File: src/hdl/sac_pkg.sv
// Purpose: shared constants and types for the step attenuator serial control
// Assumes: 16-bit frame, msb first: [15] preset flag, [14:12] address, [11:7] spare, [6:0] code
// Notes:   all counts and field positions live here
package sac_pkg;
	localparam int        ATTEN_W       = 7;                 // 0.25 dB per lsb
	localparam int        ADDR_W        = 3;
	localparam int        FRAME_W       = 16;
	localparam int        CNT_W         = 5;
	localparam int        SYNC_W        = 3;
	localparam logic [6:0] ATTEN_MAX    = 7'h7f;            // 31.75 dB
	localparam int        PRESET_BIT    = 15;
	localparam int        ADDR_HI       = 14;
	localparam int        ADDR_LO       = 12;
	localparam int        CODE_HI       = 6;
	localparam logic [4:0] FRAME_LEN    = 5'h10;
	localparam logic [4:0] CNT_ZERO     = 5'h00;
	localparam logic [4:0] CNT_ONE      = 5'h01;
	localparam logic [2:0] SYNC_RST_LOW = 3'h0;
	localparam logic [2:0] SYNC_RST_HI  = 3'h7;
	localparam logic [15:0] SHIFT_RST   = 16'h0000;
endpackage : sac_pkg

File: src/hdl/sac_if.sv
// Purpose: carries the synchronised serial pins between modules
// Assumes: all signals on clk_sys
// Notes:   sync side drives, core side reads
`timescale 1ns/1ps
interface sac_if;
	logic sclkRise;
	logic sdata;
	logic latchLvl;
	logic latchFall;
	modport sync (output sclkRise, output sdata, output latchLvl, output latchFall);
	modport core (input sclkRise, input sdata, input latchLvl, input latchFall);
endinterface : sac_if

File: src/hdl/sac_step_atten_ctrl.sv
// Purpose: serial programming and preset selection of a step attenuator
// Assumes: 10 MHz clk_sys, serial clock far slower (800 ns bench period)
// Notes:   frame layout is in sac_pkg
//          serial pins and fast preset select pass three flip-flops each
//          strap levels and open flags come from the same clock domain
//          a frame commits only with sixteen or more bits counted
//          more than sixteen bits keep the last sixteen shifted
//          preset frames leave the programmed code untouched
//          normal frames leave the stored preset untouched
//          applied code loads in the same cycle as the selected stored code
//          no status shows a refused frame
// Function
// - attenuation is a seven-bit code of quarter-decibel steps up to 31.75 dB.
// - the device answers only to the address on its three strap pins.
// - after reset the attenuation is full scale until reprogrammed.
// - an open lowest strap pin reads as zero.
// - while fast preset select is high the preset value is applied.
// - the preset defaults to full scale until programmed.
// - when fast preset select falls the programmed code returns.
// - data shifts in only while the latch strobe is low.
// - a low-high-low strobe commits the shifted frame.
// - an open latch strobe reads as high so nothing shifts; the design has no open input for it, its synchroniser only resets high.
// - open upper strap pins read as one.
`timescale 1ns/1ps
module sac_step_atten_ctrl
	import sac_pkg::*;
(
	input  wire logic               clk_sys,
	input  wire logic               rstn,
	input  wire logic               serialClock,
	input  wire logic               serialData,
	input  wire logic               latchStrobe,
	input  wire logic               addressStrapBitZero,
	input  wire logic               addressStrapBitOne,
	input  wire logic               addressStrapBitTwo,
	input  wire logic               addressStrapZeroOpen,
	input  wire logic               addressStrapOneOpen,
	input  wire logic               addressStrapTwoOpen,
	input  wire logic               fastPresetSelect,
	output logic [ATTEN_W-1:0]      stepAttenuatorCode,
	output logic [ATTEN_W-1:0]      programmedCode,
	output logic [ATTEN_W-1:0]      presetCode,
	output logic                    frameCommitted
);
	sac_if pins ();

	sac_pin_sync u_sync
	(
		.clk_sys     (clk_sys),
		.rstn        (rstn),
		.serialClock (serialClock),
		.serialData  (serialData),
		.latchStrobe (latchStrobe),
		.pins        (pins.sync)
	);

	// strap resolution, open pins take their pull value
	function automatic logic [ADDR_W-1:0] strapAddr(input logic b0, input logic b1,
		input logic b2, input logic o0, input logic o1, input logic o2);
		logic [ADDR_W-1:0] a;
		a[0] = o0 ? 1'b0 : b0;
		a[1] = o1 ? 1'b1 : b1;
		a[2] = o2 ? 1'b1 : b2;
		return a;
	endfunction : strapAddr

	// fast preset select: three stages, agree on two and three
	logic [SYNC_W-1:0] fpS_q, fpS_d;
	logic              fpSt_q, fpSt_d;
	logic [ADDR_W-1:0] addr_q, addr_d;

	always_comb
	begin
		fpS_d  = {fpS_q[1:0], fastPresetSelect};
		fpSt_d = (fpS_q[1] == fpS_q[2]) ? fpS_q[2] : fpSt_q;
		addr_d = strapAddr(addressStrapBitZero, addressStrapBitOne, addressStrapBitTwo,
			addressStrapZeroOpen, addressStrapOneOpen, addressStrapTwoOpen);
	end

	always_ff @(posedge clk_sys)
	begin
		if (!rstn)
		begin
			fpS_q  <= SYNC_RST_LOW;
			fpSt_q <= 1'b0;
			addr_q <= '0;
		end
		else
		begin
			fpS_q  <= fpS_d;
			fpSt_q <= fpSt_d;
			addr_q <= addr_d;
		end
	end

	// frame shifter and commit state
	logic [FRAME_W-1:0] shift_q, shift_d;
	logic [CNT_W-1:0]   cnt_q, cnt_d;
	logic [ATTEN_W-1:0] prog_q, prog_d, preset_q, preset_d, out_q, out_d;
	logic               commit_q, commit_d;
	logic               frameOk;

	always_comb
	begin
		shift_d  = shift_q;
		cnt_d    = cnt_q;
		prog_d   = prog_q;
		preset_d = preset_q;
		commit_d = 1'b0;
		frameOk  = (cnt_q == FRAME_LEN)
			&& (shift_q[ADDR_HI:ADDR_LO] == addr_q);
		if (!pins.latchLvl && pins.sclkRise)
		begin
			shift_d = {shift_q[FRAME_W-2:0], pins.sdata};
			if (cnt_q != FRAME_LEN)
				cnt_d = cnt_q + CNT_ONE;
		end
		if (pins.latchFall)
		begin
			cnt_d = CNT_ZERO;
			if (frameOk)
			begin
				commit_d = 1'b1;
				if (shift_q[PRESET_BIT])
					preset_d = shift_q[CODE_HI:0];
				else
					prog_d = shift_q[CODE_HI:0];
			end
		end
		out_d = fpSt_q ? preset_d : prog_d;
	end

	always_ff @(posedge clk_sys)
	begin
		if (!rstn)
		begin
			shift_q  <= SHIFT_RST;
			cnt_q    <= CNT_ZERO;
			prog_q   <= ATTEN_MAX;
			preset_q <= ATTEN_MAX;
			out_q    <= ATTEN_MAX;
			commit_q <= 1'b0;
		end
		else
		begin
			shift_q  <= shift_d;
			cnt_q    <= cnt_d;
			prog_q   <= prog_d;
			preset_q <= preset_d;
			out_q    <= out_d;
			commit_q <= commit_d;
		end
	end

	assign stepAttenuatorCode = out_q;
	assign programmedCode     = prog_q;
	assign presetCode         = preset_q;
	assign frameCommitted     = commit_q;

	// assertions
	property p_reset_full;
		@(posedge clk_sys) $rose(rstn) |-> (out_q == ATTEN_MAX && preset_q == ATTEN_MAX);
	endproperty
	a_reset_full: assert property (p_reset_full) else $error("reset not full scale");

	property p_preset_apply;
		@(posedge clk_sys) disable iff (!rstn) fpSt_q |=> (out_q == $past(preset_d));
	endproperty
	a_preset_apply: assert property (p_preset_apply) else $error("preset not applied");

	// preset released, programmed code back at once
	property p_restore;
		@(posedge clk_sys) disable iff (!rstn) $fell(fpSt_q) |=> (out_q == $past(prog_d));
	endproperty
	a_restore: assert property (p_restore) else $error("code not restored after preset");

	// applied code tracks preset while selected
	property p_preset_follow;
		@(posedge clk_sys) disable iff (!rstn) fpSt_q |=> (out_q == preset_q);
	endproperty
	a_preset_follow: assert property (p_preset_follow) else $error("applied code not preset");

	// applied code tracks programmed code otherwise
	property p_prog_follow;
		@(posedge clk_sys) disable iff (!rstn) !fpSt_q |=> (out_q == prog_q);
	endproperty
	a_prog_follow: assert property (p_prog_follow) else $error("applied code not programmed");

	// commit is a single-cycle pulse
	property p_commit_pulse;
		@(posedge clk_sys) disable iff (!rstn) commit_q |=> !commit_q;
	endproperty
	a_commit_pulse: assert property (p_commit_pulse) else $error("commit longer than one cycle");

	// stored preset only moves on a commit
	property p_preset_stable;
		@(posedge clk_sys) disable iff (!rstn) !commit_q |-> (preset_q == $past(preset_q));
	endproperty
	a_preset_stable: assert property (p_preset_stable) else $error("preset moved without commit");

	// short frames never commit
	property p_short_frame;
		@(posedge clk_sys) disable iff (!rstn) (pins.latchFall && cnt_q != FRAME_LEN) |=> !commit_q;
	endproperty
	a_short_frame: assert property (p_short_frame) else $error("short frame committed");

	// bit counter saturates at frame length
	property p_cnt_bound;
		@(posedge clk_sys) disable iff (!rstn) (cnt_q <= FRAME_LEN);
	endproperty
	a_cnt_bound: assert property (p_cnt_bound) else $error("bit count past frame length");

	// strobe fall restarts the bit count
	property p_cnt_clear;
		@(posedge clk_sys) disable iff (!rstn) pins.latchFall |=> (cnt_q == CNT_ZERO);
	endproperty
	a_cnt_clear: assert property (p_cnt_clear) else $error("count not cleared by strobe");

	// newest bit enters at the bottom
	property p_shift_in;
		@(posedge clk_sys) disable iff (!rstn)
			(!pins.latchLvl && pins.sclkRise) |=> (shift_q[0] == $past(pins.sdata));
	endproperty
	a_shift_in: assert property (p_shift_in) else $error("serial bit not shifted in");

	// no serial clock rise, no shift
	property p_shift_hold;
		@(posedge clk_sys) disable iff (!rstn) !pins.sclkRise |=> (shift_q == $past(shift_q));
	endproperty
	a_shift_hold: assert property (p_shift_hold) else $error("shift without clock rise");

	// normal frame loads the programmed code
	property p_commit_code;
		@(posedge clk_sys) disable iff (!rstn)
			(commit_q && !$past(shift_q[PRESET_BIT])) |-> (prog_q == $past(shift_q[CODE_HI:0]));
	endproperty
	a_commit_code: assert property (p_commit_code) else $error("committed code wrong");

	// preset frame loads the preset code
	property p_commit_preset;
		@(posedge clk_sys) disable iff (!rstn)
			(commit_q && $past(shift_q[PRESET_BIT])) |-> (preset_q == $past(shift_q[CODE_HI:0]));
	endproperty
	a_commit_preset: assert property (p_commit_preset) else $error("committed preset wrong");

	// preset frame leaves the programmed code
	property p_preset_keeps_prog;
		@(posedge clk_sys) disable iff (!rstn)
			(commit_q && $past(shift_q[PRESET_BIT])) |-> (prog_q == $past(prog_q));
	endproperty
	a_preset_keeps_prog: assert property (p_preset_keeps_prog) else $error("preset hit code");

	// driven strap zero is taken as is
	property p_strap_zero_drv;
		@(posedge clk_sys) disable iff (!rstn)
			!addressStrapZeroOpen |=> (addr_q[0] == $past(addressStrapBitZero));
	endproperty
	a_strap_zero_drv: assert property (p_strap_zero_drv) else $error("strap zero not taken");

	// driven strap one is taken as is
	property p_strap_one_drv;
		@(posedge clk_sys) disable iff (!rstn)
			!addressStrapOneOpen |=> (addr_q[1] == $past(addressStrapBitOne));
	endproperty
	a_strap_one_drv: assert property (p_strap_one_drv) else $error("strap one not taken");

	// reset release leaves full scale and idle strobe
	property p_reset_prog;
		@(posedge clk_sys) $rose(rstn) |-> (prog_q == ATTEN_MAX && !commit_q && pins.latchLvl);
	endproperty
	a_reset_prog: assert property (p_reset_prog) else $error("reset state wrong");

	property p_normal;
		@(posedge clk_sys) disable iff (!rstn) !fpSt_q |=> (out_q == $past(prog_d));
	endproperty
	a_normal: assert property (p_normal) else $error("programmed code not restored");

	property p_no_shift_high;
		@(posedge clk_sys) disable iff (!rstn) pins.latchLvl |=> (shift_q == $past(shift_q));
	endproperty
	a_no_shift_high: assert property (p_no_shift_high) else $error("shift while strobe high");

	property p_commit_only_fall;
		@(posedge clk_sys) disable iff (!rstn) commit_q |-> $past(pins.latchFall);
	endproperty
	a_commit_only_fall: assert property (p_commit_only_fall) else $error("commit without strobe");

	property p_addr_match;
		@(posedge clk_sys) disable iff (!rstn)
			commit_d |-> (shift_q[ADDR_HI:ADDR_LO] == addr_q);
	endproperty
	a_addr_match: assert property (p_addr_match) else $error("commit to foreign address");

	property p_prog_stable;
		@(posedge clk_sys) disable iff (!rstn) !commit_q |-> (prog_q == $past(prog_q));
	endproperty
	a_prog_stable: assert property (p_prog_stable) else $error("code changed without commit");

	property p_strap_zero;
		@(posedge clk_sys) disable iff (!rstn)
			addressStrapZeroOpen |=> (addr_q[0] == 1'b0);
	endproperty
	a_strap_zero: assert property (p_strap_zero) else $error("open strap zero not low");

	property p_strap_hi;
		@(posedge clk_sys) disable iff (!rstn)
			(addressStrapOneOpen && addressStrapTwoOpen) |=> (addr_q[2:1] == 2'h3);
	endproperty
	a_strap_hi: assert property (p_strap_hi) else $error("open upper straps not high");
endmodule : sac_step_atten_ctrl

File: src/hdl/sac_pin_sync.sv
// Purpose: three-stage synchronisers and edge finding for serial pins
// Assumes: pins asynchronous to clk_sys
// Notes:   a change counts once stages two and three agree
`timescale 1ns/1ps
module sac_pin_sync
	import sac_pkg::*;
(
	input  wire logic clk_sys,
	input  wire logic rstn,
	input  wire logic serialClock,
	input  wire logic serialData,
	input  wire logic latchStrobe,
	sac_if.sync       pins
);
	logic [SYNC_W-1:0] ckS_q, ckS_d, dS_q, dS_d, leS_q, leS_d;
	logic              ckSt_q, ckSt_d, dSt_q, dSt_d, leSt_q, leSt_d;

	// shift chains and filtered levels
	always_comb
	begin
		ckS_d  = {ckS_q[1:0], serialClock};
		dS_d   = {dS_q[1:0], serialData};
		leS_d  = {leS_q[1:0], latchStrobe};
		ckSt_d = (ckS_q[1] == ckS_q[2]) ? ckS_q[2] : ckSt_q;
		dSt_d  = (dS_q[1] == dS_q[2]) ? dS_q[2] : dSt_q;
		leSt_d = (leS_q[1] == leS_q[2]) ? leS_q[2] : leSt_q;
	end

	// registers; latch strobe idles high as if pulled up
	always_ff @(posedge clk_sys)
	begin
		if (!rstn)
		begin
			ckS_q  <= SYNC_RST_LOW;
			dS_q   <= SYNC_RST_LOW;
			leS_q  <= SYNC_RST_HI;
			ckSt_q <= 1'b0;
			dSt_q  <= 1'b0;
			leSt_q <= 1'b1;
		end
		else
		begin
			ckS_q  <= ckS_d;
			dS_q   <= dS_d;
			leS_q  <= leS_d;
			ckSt_q <= ckSt_d;
			dSt_q  <= dSt_d;
			leSt_q <= leSt_d;
		end
	end

	// edge pulses from stable levels
	assign pins.sclkRise  = ckSt_d & ~ckSt_q;
	assign pins.sdata     = dSt_q;
	assign pins.latchLvl  = leSt_q;
	assign pins.latchFall = ~leSt_d & leSt_q;
endmodule : sac_pin_sync

File: config.mk
export PLATFORM = sky130hd
export DESIGN_NAME = sac_step_atten_ctrl
export DESIGN_NICKNAME = d
export VERILOG_FILES = /design/src/hdl/sac_pkg.sv /design/src/hdl/sac_if.sv /design/src/hdl/sac_step_atten_ctrl.sv /design/src/hdl/sac_pin_sync.sv
export SDC_FILE = /design/constraint.sdc
export NUM_CORES = 1
export LEC_CHECK = 0
export ABC_AREA = 1
export CORE_UTILIZATION = 38
export DETAILED_ROUTE_END_ITERATION = 8
export DONT_BUFFER_PORTS = 1
export SYNTH_ARGS = -nofsm -noshare
export SYNTH_HDL_FRONTEND = slang
export SYNTH_SLANG_ARGS = --single-unit
File: constraint.sdc
create_clock -name clk_sys -period 2.3 [get_ports clk_sys]
set_clock_uncertainty 0.2 [all_clocks]
set_input_delay 0.23 -clock clk_sys [delete_from_list [all_inputs] [get_ports clk_sys]]
set_output_delay 0.23 -clock clk_sys [all_outputs]
set_load 0.05 [all_outputs]
==> results.toml, run 1 <==
[status]
status = "finished clean"

[worst_hold_path]
hold_crit_class = "reg2reg"
hold_path_end = "u_sync.ckS_q[1]"
min_delay_path_depth = 2
holdCritStartpoint = "u_sync.ckS_q[0]"

[drt]
ant_nets = 0
final_routed_wirelength_across_all_metal_layers_mm = 5.09
viasPerCell = 4.87
dr.first_iter.drc_count = 165
num_vias = 2096
wire_per_inst_um = 11.8
post-route-drc-count = 0
drt_first_pass_iters = 4

[cells_and_area]
finalNonFillerCells = 430
antennaDiodeCount = 0
layout_commonest_cell = "sky130_fd_sc_hd__nand2_1"
fin_nets = 365
sequential_cell_area_um2 = 1240
area_growth_syn_to_layout_pct = 19.5
multi_input_area_um2 = 1000
layout.filler_cells = 636
final_design_area_no_fill_um2 = 2940
layout-drive-gt1-share_pct = 13.0
mostFrequentLayoutCells = "sky130_fd_sc_hd__nand2_1, sky130_fd_sc_hd__dfxtp_1, sky130_fd_sc_hd__inv_1"

[clock_network]
cts-buffers-inserted = 9
cts_buffer_depth = 2
clkLatencyLatePin_ps = 340
cts_tree = "done"
h-tree-depth = 3
cts_num_sinks = 62
root_buffer = "sky130_fd_sc_hd__clkbuf_8"
clk_pin_slew_worst_paths_ps = 60

[logic_synthesis]
synthesis.nets = 335
post-synth-top-area-cell = "sky130_fd_sc_hd__dfxtp_1"
synth.yosys.seq_area_share_pct = 50.5
syn_inst = 321
synth.lib_cells_used.distinct = 27
postSynth.asyncResetShare_pct = 0
synth_edf_count = 0
synth_ff_type = "sky130_fd_sc_hd__dfxtp_1"
post-synth-top-area-fraction_pct = 50.5
netlist_area_um2 = 2460
synth-warning-count = 0
post_synth.cell_area_avg_um2 = 7.66
synth.area.top_cells = "sky130_fd_sc_hd__dfxtp_1, sky130_fd_sc_hd__nand2_1, sky130_fd_sc_hd__inv_1, sky130_fd_sc_hd__nand3_1, sky130_fd_sc_hd__a21oi_1"
postSynthRegisterBits = 62

[placement]
routability_congestion_estimate_from_global_placement = 0.789
port-buffer-count = 0
placedCellCount = 394
final_hpwl_from_detailed_placement_mm = 3.18
placed_area_um2 = 2570

[power]
total_power_mw = 1.94
power_per_cell_area_nw_per_um2 = 658
netSwitchingPower_uw = 441
clock_power_share_pct = 40.3
seq_power_share_pct = 56.4
net_switching_fraction_of_the_power_pct = 22.8
power.leakage_nw = 1.46
share_of_total_power_in_combinational_logic_pct = 3.3
internal_power_mw = 1.49
vdd_ir_drop_max_mv = 0.380

[global_routing]
groute.usage.overall_pct = 16.8
grt_max_degree = 54
grt_first_pass_wirelength_mm = 8.41
number_of_global_route_vias_before_repair = 1865
grt_util_met2_pct = 25.5
gr-max-usage-layer = "met2"
antenna_found_initial = 0
globalRouteMet3Util_pct = 4.73
grt_use_met1_pct = 21.4
globalRoute.totalOverflow = 0

[sta]
setup_viol = 0
slew_violations = 0
period_share_pct = 93.0
final_hold_viol_count = 0
max_slew_margin_pct = 66.0
finalHoldWorstSlack_ps = 214
finalSetupTns_ps = 0
tightestPinTransition_ps = 509
final.min_clock_period_ps = 2140
rsz0062_at_grt = "false"
fmax_mhz = 468

[floorplanning]
floorplan.die_area_um2 = 6800
chipHeight_um = 82.5
initial_core_util_pct = 40.4
die_width_um = 82.5
placementRows = 28
io-pin-count = 34
placeableCoreArea_um2 = 6100

[worst_setup_path]
cp-start-kind = "flop"
worst_r2r_path_depth = 10
crit_required_ps = 2330
setup.worst_path.class = "reg2reg"
critical_path.reg2reg.endpoint = "presetCode[4]"
timing.rr.start = "cnt_q[0]"
crit_path_max_fanout = 4
r2r_slack_ps = 160
crit_path_end_kind = "flop"
worst-endpoint-arrival_ps = 2170

[job]
cap_violations = 0
logic make-up (layout without fill, tap and decap cells):
| group | after synthesis | after routing | share of synthesized area, % |
|---|---|---|---|
| compound gates | 49 | 49 | 10.2 |
| fa+ha+maj | 2 | 2 | 1.02 |
| buf+inv | 61 | 94 | 9.97 |
| flops | 62 | 62 | 50.5 |
| simple gates | 147 | 148 | 28.4 |
layout make-up:
class / count / area share (%)
clock inverter: 2 / 0.341
inverter: 48 / 6.13
clock buffer: 13 / 4.73
timing repair buffer: 31 / 9.37
sequential: 62 / 42.2
multi-input combinational: 199 / 34.0
tap: 75 / 3.19
Yosys cell counts (2+ instances only):
| library cell | count |
|---|---|
| sky130_fd_sc_hd__nand2_2 | 2 |
| sky130_fd_sc_hd__nand2_1 | 67 |
| sky130_fd_sc_hd__or2_2 | 2 |
| sky130_fd_sc_hd__a21oi_1 | 25 |
| sky130_fd_sc_hd__nor2_1 | 29 |
| sky130_fd_sc_hd__inv_2 | 2 |
| sky130_fd_sc_hd__nand3_2 | 2 |
| sky130_fd_sc_hd__o21ai_0 | 22 |
| sky130_fd_sc_hd__ha_1 | 2 |
| sky130_fd_sc_hd__dfxtp_1 | 62 |
| sky130_fd_sc_hd__clkbuf_1 | 7 |
| sky130_fd_sc_hd__buf_2 | 3 |
| sky130_fd_sc_hd__nand3_1 | 31 |
| sky130_fd_sc_hd__nor3_4 | 2 |
| sky130_fd_sc_hd__nand4_1 | 7 |
| sky130_fd_sc_hd__inv_1 | 45 |
metal layers:
metal	routed length, um	vias up	part of all wire [%]
li1	-	1076	-
met1	2460	973	48
met2	2340	38	46
met3	199	9	3.9
met4	89	0	1.7
met5	0	-	0
worst max path at each step:
| stage | cells past startpoint | startpoint | end |
|---|---|---|---|
| after global placement | 10 | cnt_q[0] | stepAttenuatorCode[4] |
| after CTS | 11 | cnt_q[0] | presetCode[4] |
| after global routing | 11 | cnt_q[1] | presetCode[4] |
| final | 10 | cnt_q[0] | presetCode[4] |
| after floorplan | 10 | cnt_q[0] | stepAttenuatorCode[2] |
| after detailed placement | 10 | cnt_q[0] | stepAttenuatorCode[4] |
sequential cells by signal, indices dropped and copies added (netlist names):
register	cells
u_sync.leS_q	3
shift_q	16
addr_q	3
u_sync.ckS_q	3
stepAttenuatorCode	7
u_sync.dS_q	3
fpSt_q	1
presetCode	7
u_sync.ckSt_q	1
cnt_q	5
frameCommitted	1
fpS_q	3
programmedCode	7
u_sync.pins.sdata	1
u_sync.pins.latchLvl	1
power by group through the flow:
stage | sequential, mW | combinational [mW] | clock (mW)
after floorplan | 1.11 | 0.0381 | 0
after global placement | 1.12 | 0.0304 | 0
after detailed placement | 1.12 | 0.0315 | 0
after CTS | 1.09 | 0.0631 | 0.793
after global routing | 1.09 | 0.0706 | 0.848
final | 1.09 | 0.0638 | 0.780
repair_timing:
| action | CTS | global route |
|---|---|---|
| setup buffers | 0 | 7 |
| hold buffers | 13 | 0 |
| endpoints found under the setup margin | 0 | 1 |
| gates resized for setup | 0 | 3 |
| hold endpoints to repair | 60 | 0 |
critical path, stage by stage, from the launching register on:
cell	delay, ps
sky130_fd_sc_hd__dfxtp_1	330
sky130_fd_sc_hd__inv_1	80
sky130_fd_sc_hd__ha_1	140
sky130_fd_sc_hd__nand2_1	80
sky130_fd_sc_hd__nor2_4	140
sky130_fd_sc_hd__nand2_4	90
sky130_fd_sc_hd__nor2_8	160
sky130_fd_sc_hd__nand3_1	110
sky130_fd_sc_hd__nand2_1	100
sky130_fd_sc_hd__nand2_1	40
sky130_fd_sc_hd__dlygate4sd3_1	550
per-stage QoR:
| step | setup slack, ps | utilization, % |
|---|---|---|
| floorplan | 686 | - |
| global placement | 505 | 42.2 |
| detailed placement | 472 | 42.2 |
| CTS | 27.3 | 46.9 |
| global route | 10.1 | 48.2 |
| finish | 161 | 48.2 |
(Power assumes the default switching activity.)
==> run 2: changes to the inputs <==
--- a/config.mk
+++ b/config.mk
@@ -6,9 +6,11 @@
 export NUM_CORES = 1
 export LEC_CHECK = 0
 export ABC_AREA = 1
+export CORE_MARGIN = 2
 export CORE_UTILIZATION = 38
 export DETAILED_ROUTE_END_ITERATION = 8
 export DONT_BUFFER_PORTS = 1
+export PLACE_DENSITY = 0.58
 export SYNTH_ARGS = -nofsm -noshare
 export SYNTH_HDL_FRONTEND = slang
 export SYNTH_SLANG_ARGS = --single-unit
==> results.toml, run 2 (synthesis results as in run 1) <==
[job]
cap_violations = 0

[cells_and_area]
fin_nets = 364
flip_flop_count_of_the_largest_register_all_copies_and_words_added = 16
area_growth_syn_to_layout_pct = 21.1
antennaDiodeCount = 0
finalCoreUtilization_pct = 47.2
largest-register = "shift_q"
finalNonFillerCells = 431
layout.filler_cells = 646
mostFrequentLayoutCells = "sky130_fd_sc_hd__nand2_1, sky130_fd_sc_hd__dfxtp_1, sky130_fd_sc_hd__inv_1"
layout-drive-gt1-share_pct = 13.8
final_design_area_no_fill_um2 = 2980
layout_commonest_cell = "sky130_fd_sc_hd__nand2_1"

[drt]
wirelength_met1_mm = 2.35
drt_first_pass_iters = 5
post-route-drc-count = 0
viasPerCell = 4.65
wire_per_inst_um = 11.6
routed-wl-met2_mm = 2.29
dr.first_iter.drc_count = 96
dr.max_layer_used = "met4"
ant_nets = 0
met3WireLength_um = 271
num_vias = 2002
final_routed_wirelength_across_all_metal_layers_mm = 4.98

[global_routing]
grt_first_pass_wirelength_mm = 8.20
grt_max_degree = 54
number_of_global_route_vias_before_repair = 1830
groute.usage.overall_pct = 14.3
antenna_found_initial = 0
globalRoute.totalOverflow = 0

[floorplanning]
placementRows = 29
placeableCoreArea_um2 = 6310
floorplan.die_area_um2 = 7130
die_width_um = 84.5
initial_core_util_pct = 39.0
chipHeight_um = 84.5
io-pin-count = 34

[clock_network]
clk_pin_slew_worst_paths_ps = 70
clkLatencyLatePin_ps = 340
root_buffer = "sky130_fd_sc_hd__clkbuf_8"
cts_tree = "done"
h-tree-depth = 3
cts-buffers-inserted = 9
cts_num_sinks = 62
cts_buffer_depth = 2

[sta]
setup_viol = 0
max_slew_margin_pct = 66.1
setup_slack_ps = 151
period_share_pct = 93.4
finalSetupTns_ps = 0
tightestPinTransition_ps = 507
finalHoldWorstSlack_ps = 211
final.min_clock_period_ps = 2150
fmax_mhz = 465
final_hold_viol_count = 0
slew_violations = 0

[power]
power_per_cell_area_nw_per_um2 = 700
clock_power_share_pct = 44.7
netSwitchingPower_uw = 455
vdd_ir_drop_max_mv = 0.323
total_power_mw = 2.09
net_switching_fraction_of_the_power_pct = 21.8
power.leakage_nw = 1.46
share_of_total_power_in_combinational_logic_pct = 3.0
seq_power_share_pct = 52.3
internal_power_mw = 1.63

[worst_setup_path]
cp-start-kind = "flop"
critPathMostFrequentCell = "sky130_fd_sc_hd__nand2_1"
bufs_and_invs_on_worst_path = 2
slowest_stage_delay_cp_ps = 550
setup.worst_path.class = "reg2reg"
crit_path_max_fanout = 5
worstPathCellList = "inv_1 -> ha_1 -> nand2_1 -> nor2_4 -> nand2_4 -> nor2_8 -> nand4_1 -> nand2_1 -> nand2_1 -> dlygate4sd3_1"
slowest_stage = "sky130_fd_sc_hd__dlygate4sd3_1"
path_delay_family = "simple AND/OR/NAND/NOR gates"
crit_required_ps = 2330
worst-endpoint-arrival_ps = 2180
crit_path_end_kind = "flop"

[status]
status = "finished clean"

[placement]
final_hpwl_from_detailed_placement_mm = 3.10
placed_area_um2 = 2570
routability_congestion_estimate_from_global_placement = 0.725
port-buffer-count = 0
pre_cts_slack_ps = 502
placedCellCount = 395

[worst_hold_path]
hold_crit_class = "reg2reg"
==> run 2: changes by cell type in the layout (fill, tap and decap cells not counted) <==
cell,before,now
sky130_fd_sc_hd__clkbuf_8,9,10
sky130_fd_sc_hd__nand3_2,2,1
sky130_fd_sc_hd__bufinv_16,0,1
sky130_fd_sc_hd__clkbuf_1,4,1
sky130_fd_sc_hd__nand2_4,3,2
sky130_fd_sc_hd__nand3_4,0,1
sky130_fd_sc_hd__clkinvlp_4,0,1
sky130_fd_sc_hd__nand2_1,67,66
sky130_fd_sc_hd__nand2_2,0,2
sky130_fd_sc_hd__buf_4,18,17
==> run 2: path summary, 6_finish.rpt <==
kind | from | to | slack, ps | cells after the start
max reg2reg | cnt_q[0] | programmedCode[3] | 150 | 10
min reg2reg | u_sync.ckS_q[0] | u_sync.ckS_q[1] | 210 | 2
min | u_sync.ckS_q[0] | u_sync.ckS_q[1] | 210 | 2
max | cnt_q[0] | programmedCode[3] | 150 | 10
==> run 2: timing repair <==
action | in CTS | in global routing
setup buffers | 0 | 7
hold buffers | 13 | 0
setup endpoints to repair | 0 | 1
hold endpoints to repair | 61 | 0
resized for setup | 0 | 4
==> run 2: final cells by class <==
cell class | instances | area, um2 | share of cell area [%]
clock inverter | 4 | 47.5 | 1.60
inverter | 48 | 180 | 6.05
sequential | 62 | 1240 | 41.7
multi-input combinational | 199 | 1000 | 33.7
clock buffer | 11 | 141 | 4.75
tap | 77 | 96.3 | 3.23
timing repair buffer | 30 | 268 | 8.99
==> run 2: worst register-to-register path, cell delays in order, from the launching register on <==
cell and delay (ps):
sky130_fd_sc_hd__dfxtp_1 330, sky130_fd_sc_hd__inv_1 80, sky130_fd_sc_hd__ha_1 140, sky130_fd_sc_hd__nand2_1 80, sky130_fd_sc_hd__nor2_4 140, sky130_fd_sc_hd__nand2_4 90
sky130_fd_sc_hd__nor2_8 160, sky130_fd_sc_hd__nand4_1 140, sky130_fd_sc_hd__nand2_1 100, sky130_fd_sc_hd__nand2_1 40, sky130_fd_sc_hd__dlygate4sd3_1 550
==> run 2: power by group through the flow <==
stage	Sequential [mW]	Clock (mW)	Combinational, mW
2_1_floorplan	1.11	0	0.0381
3_3_place_gp	1.12	0	0.0298
3_5_place_dp	1.12	0	0.0311
4_1_cts	1.09	0.951	0.0621
5_1_grt	1.09	1.00	0.0706
6_report	1.09	0.934	0.0621
==> run 2: routing by layer <==
metal | GRT usage [%] | vias to the layer above
met5 | 0 | -
met4 | 5.34 | 0
met3 | 5.90 | 6
met2 | 21.9 | 33
met1 | 18.2 | 885
li1 | - | 1078
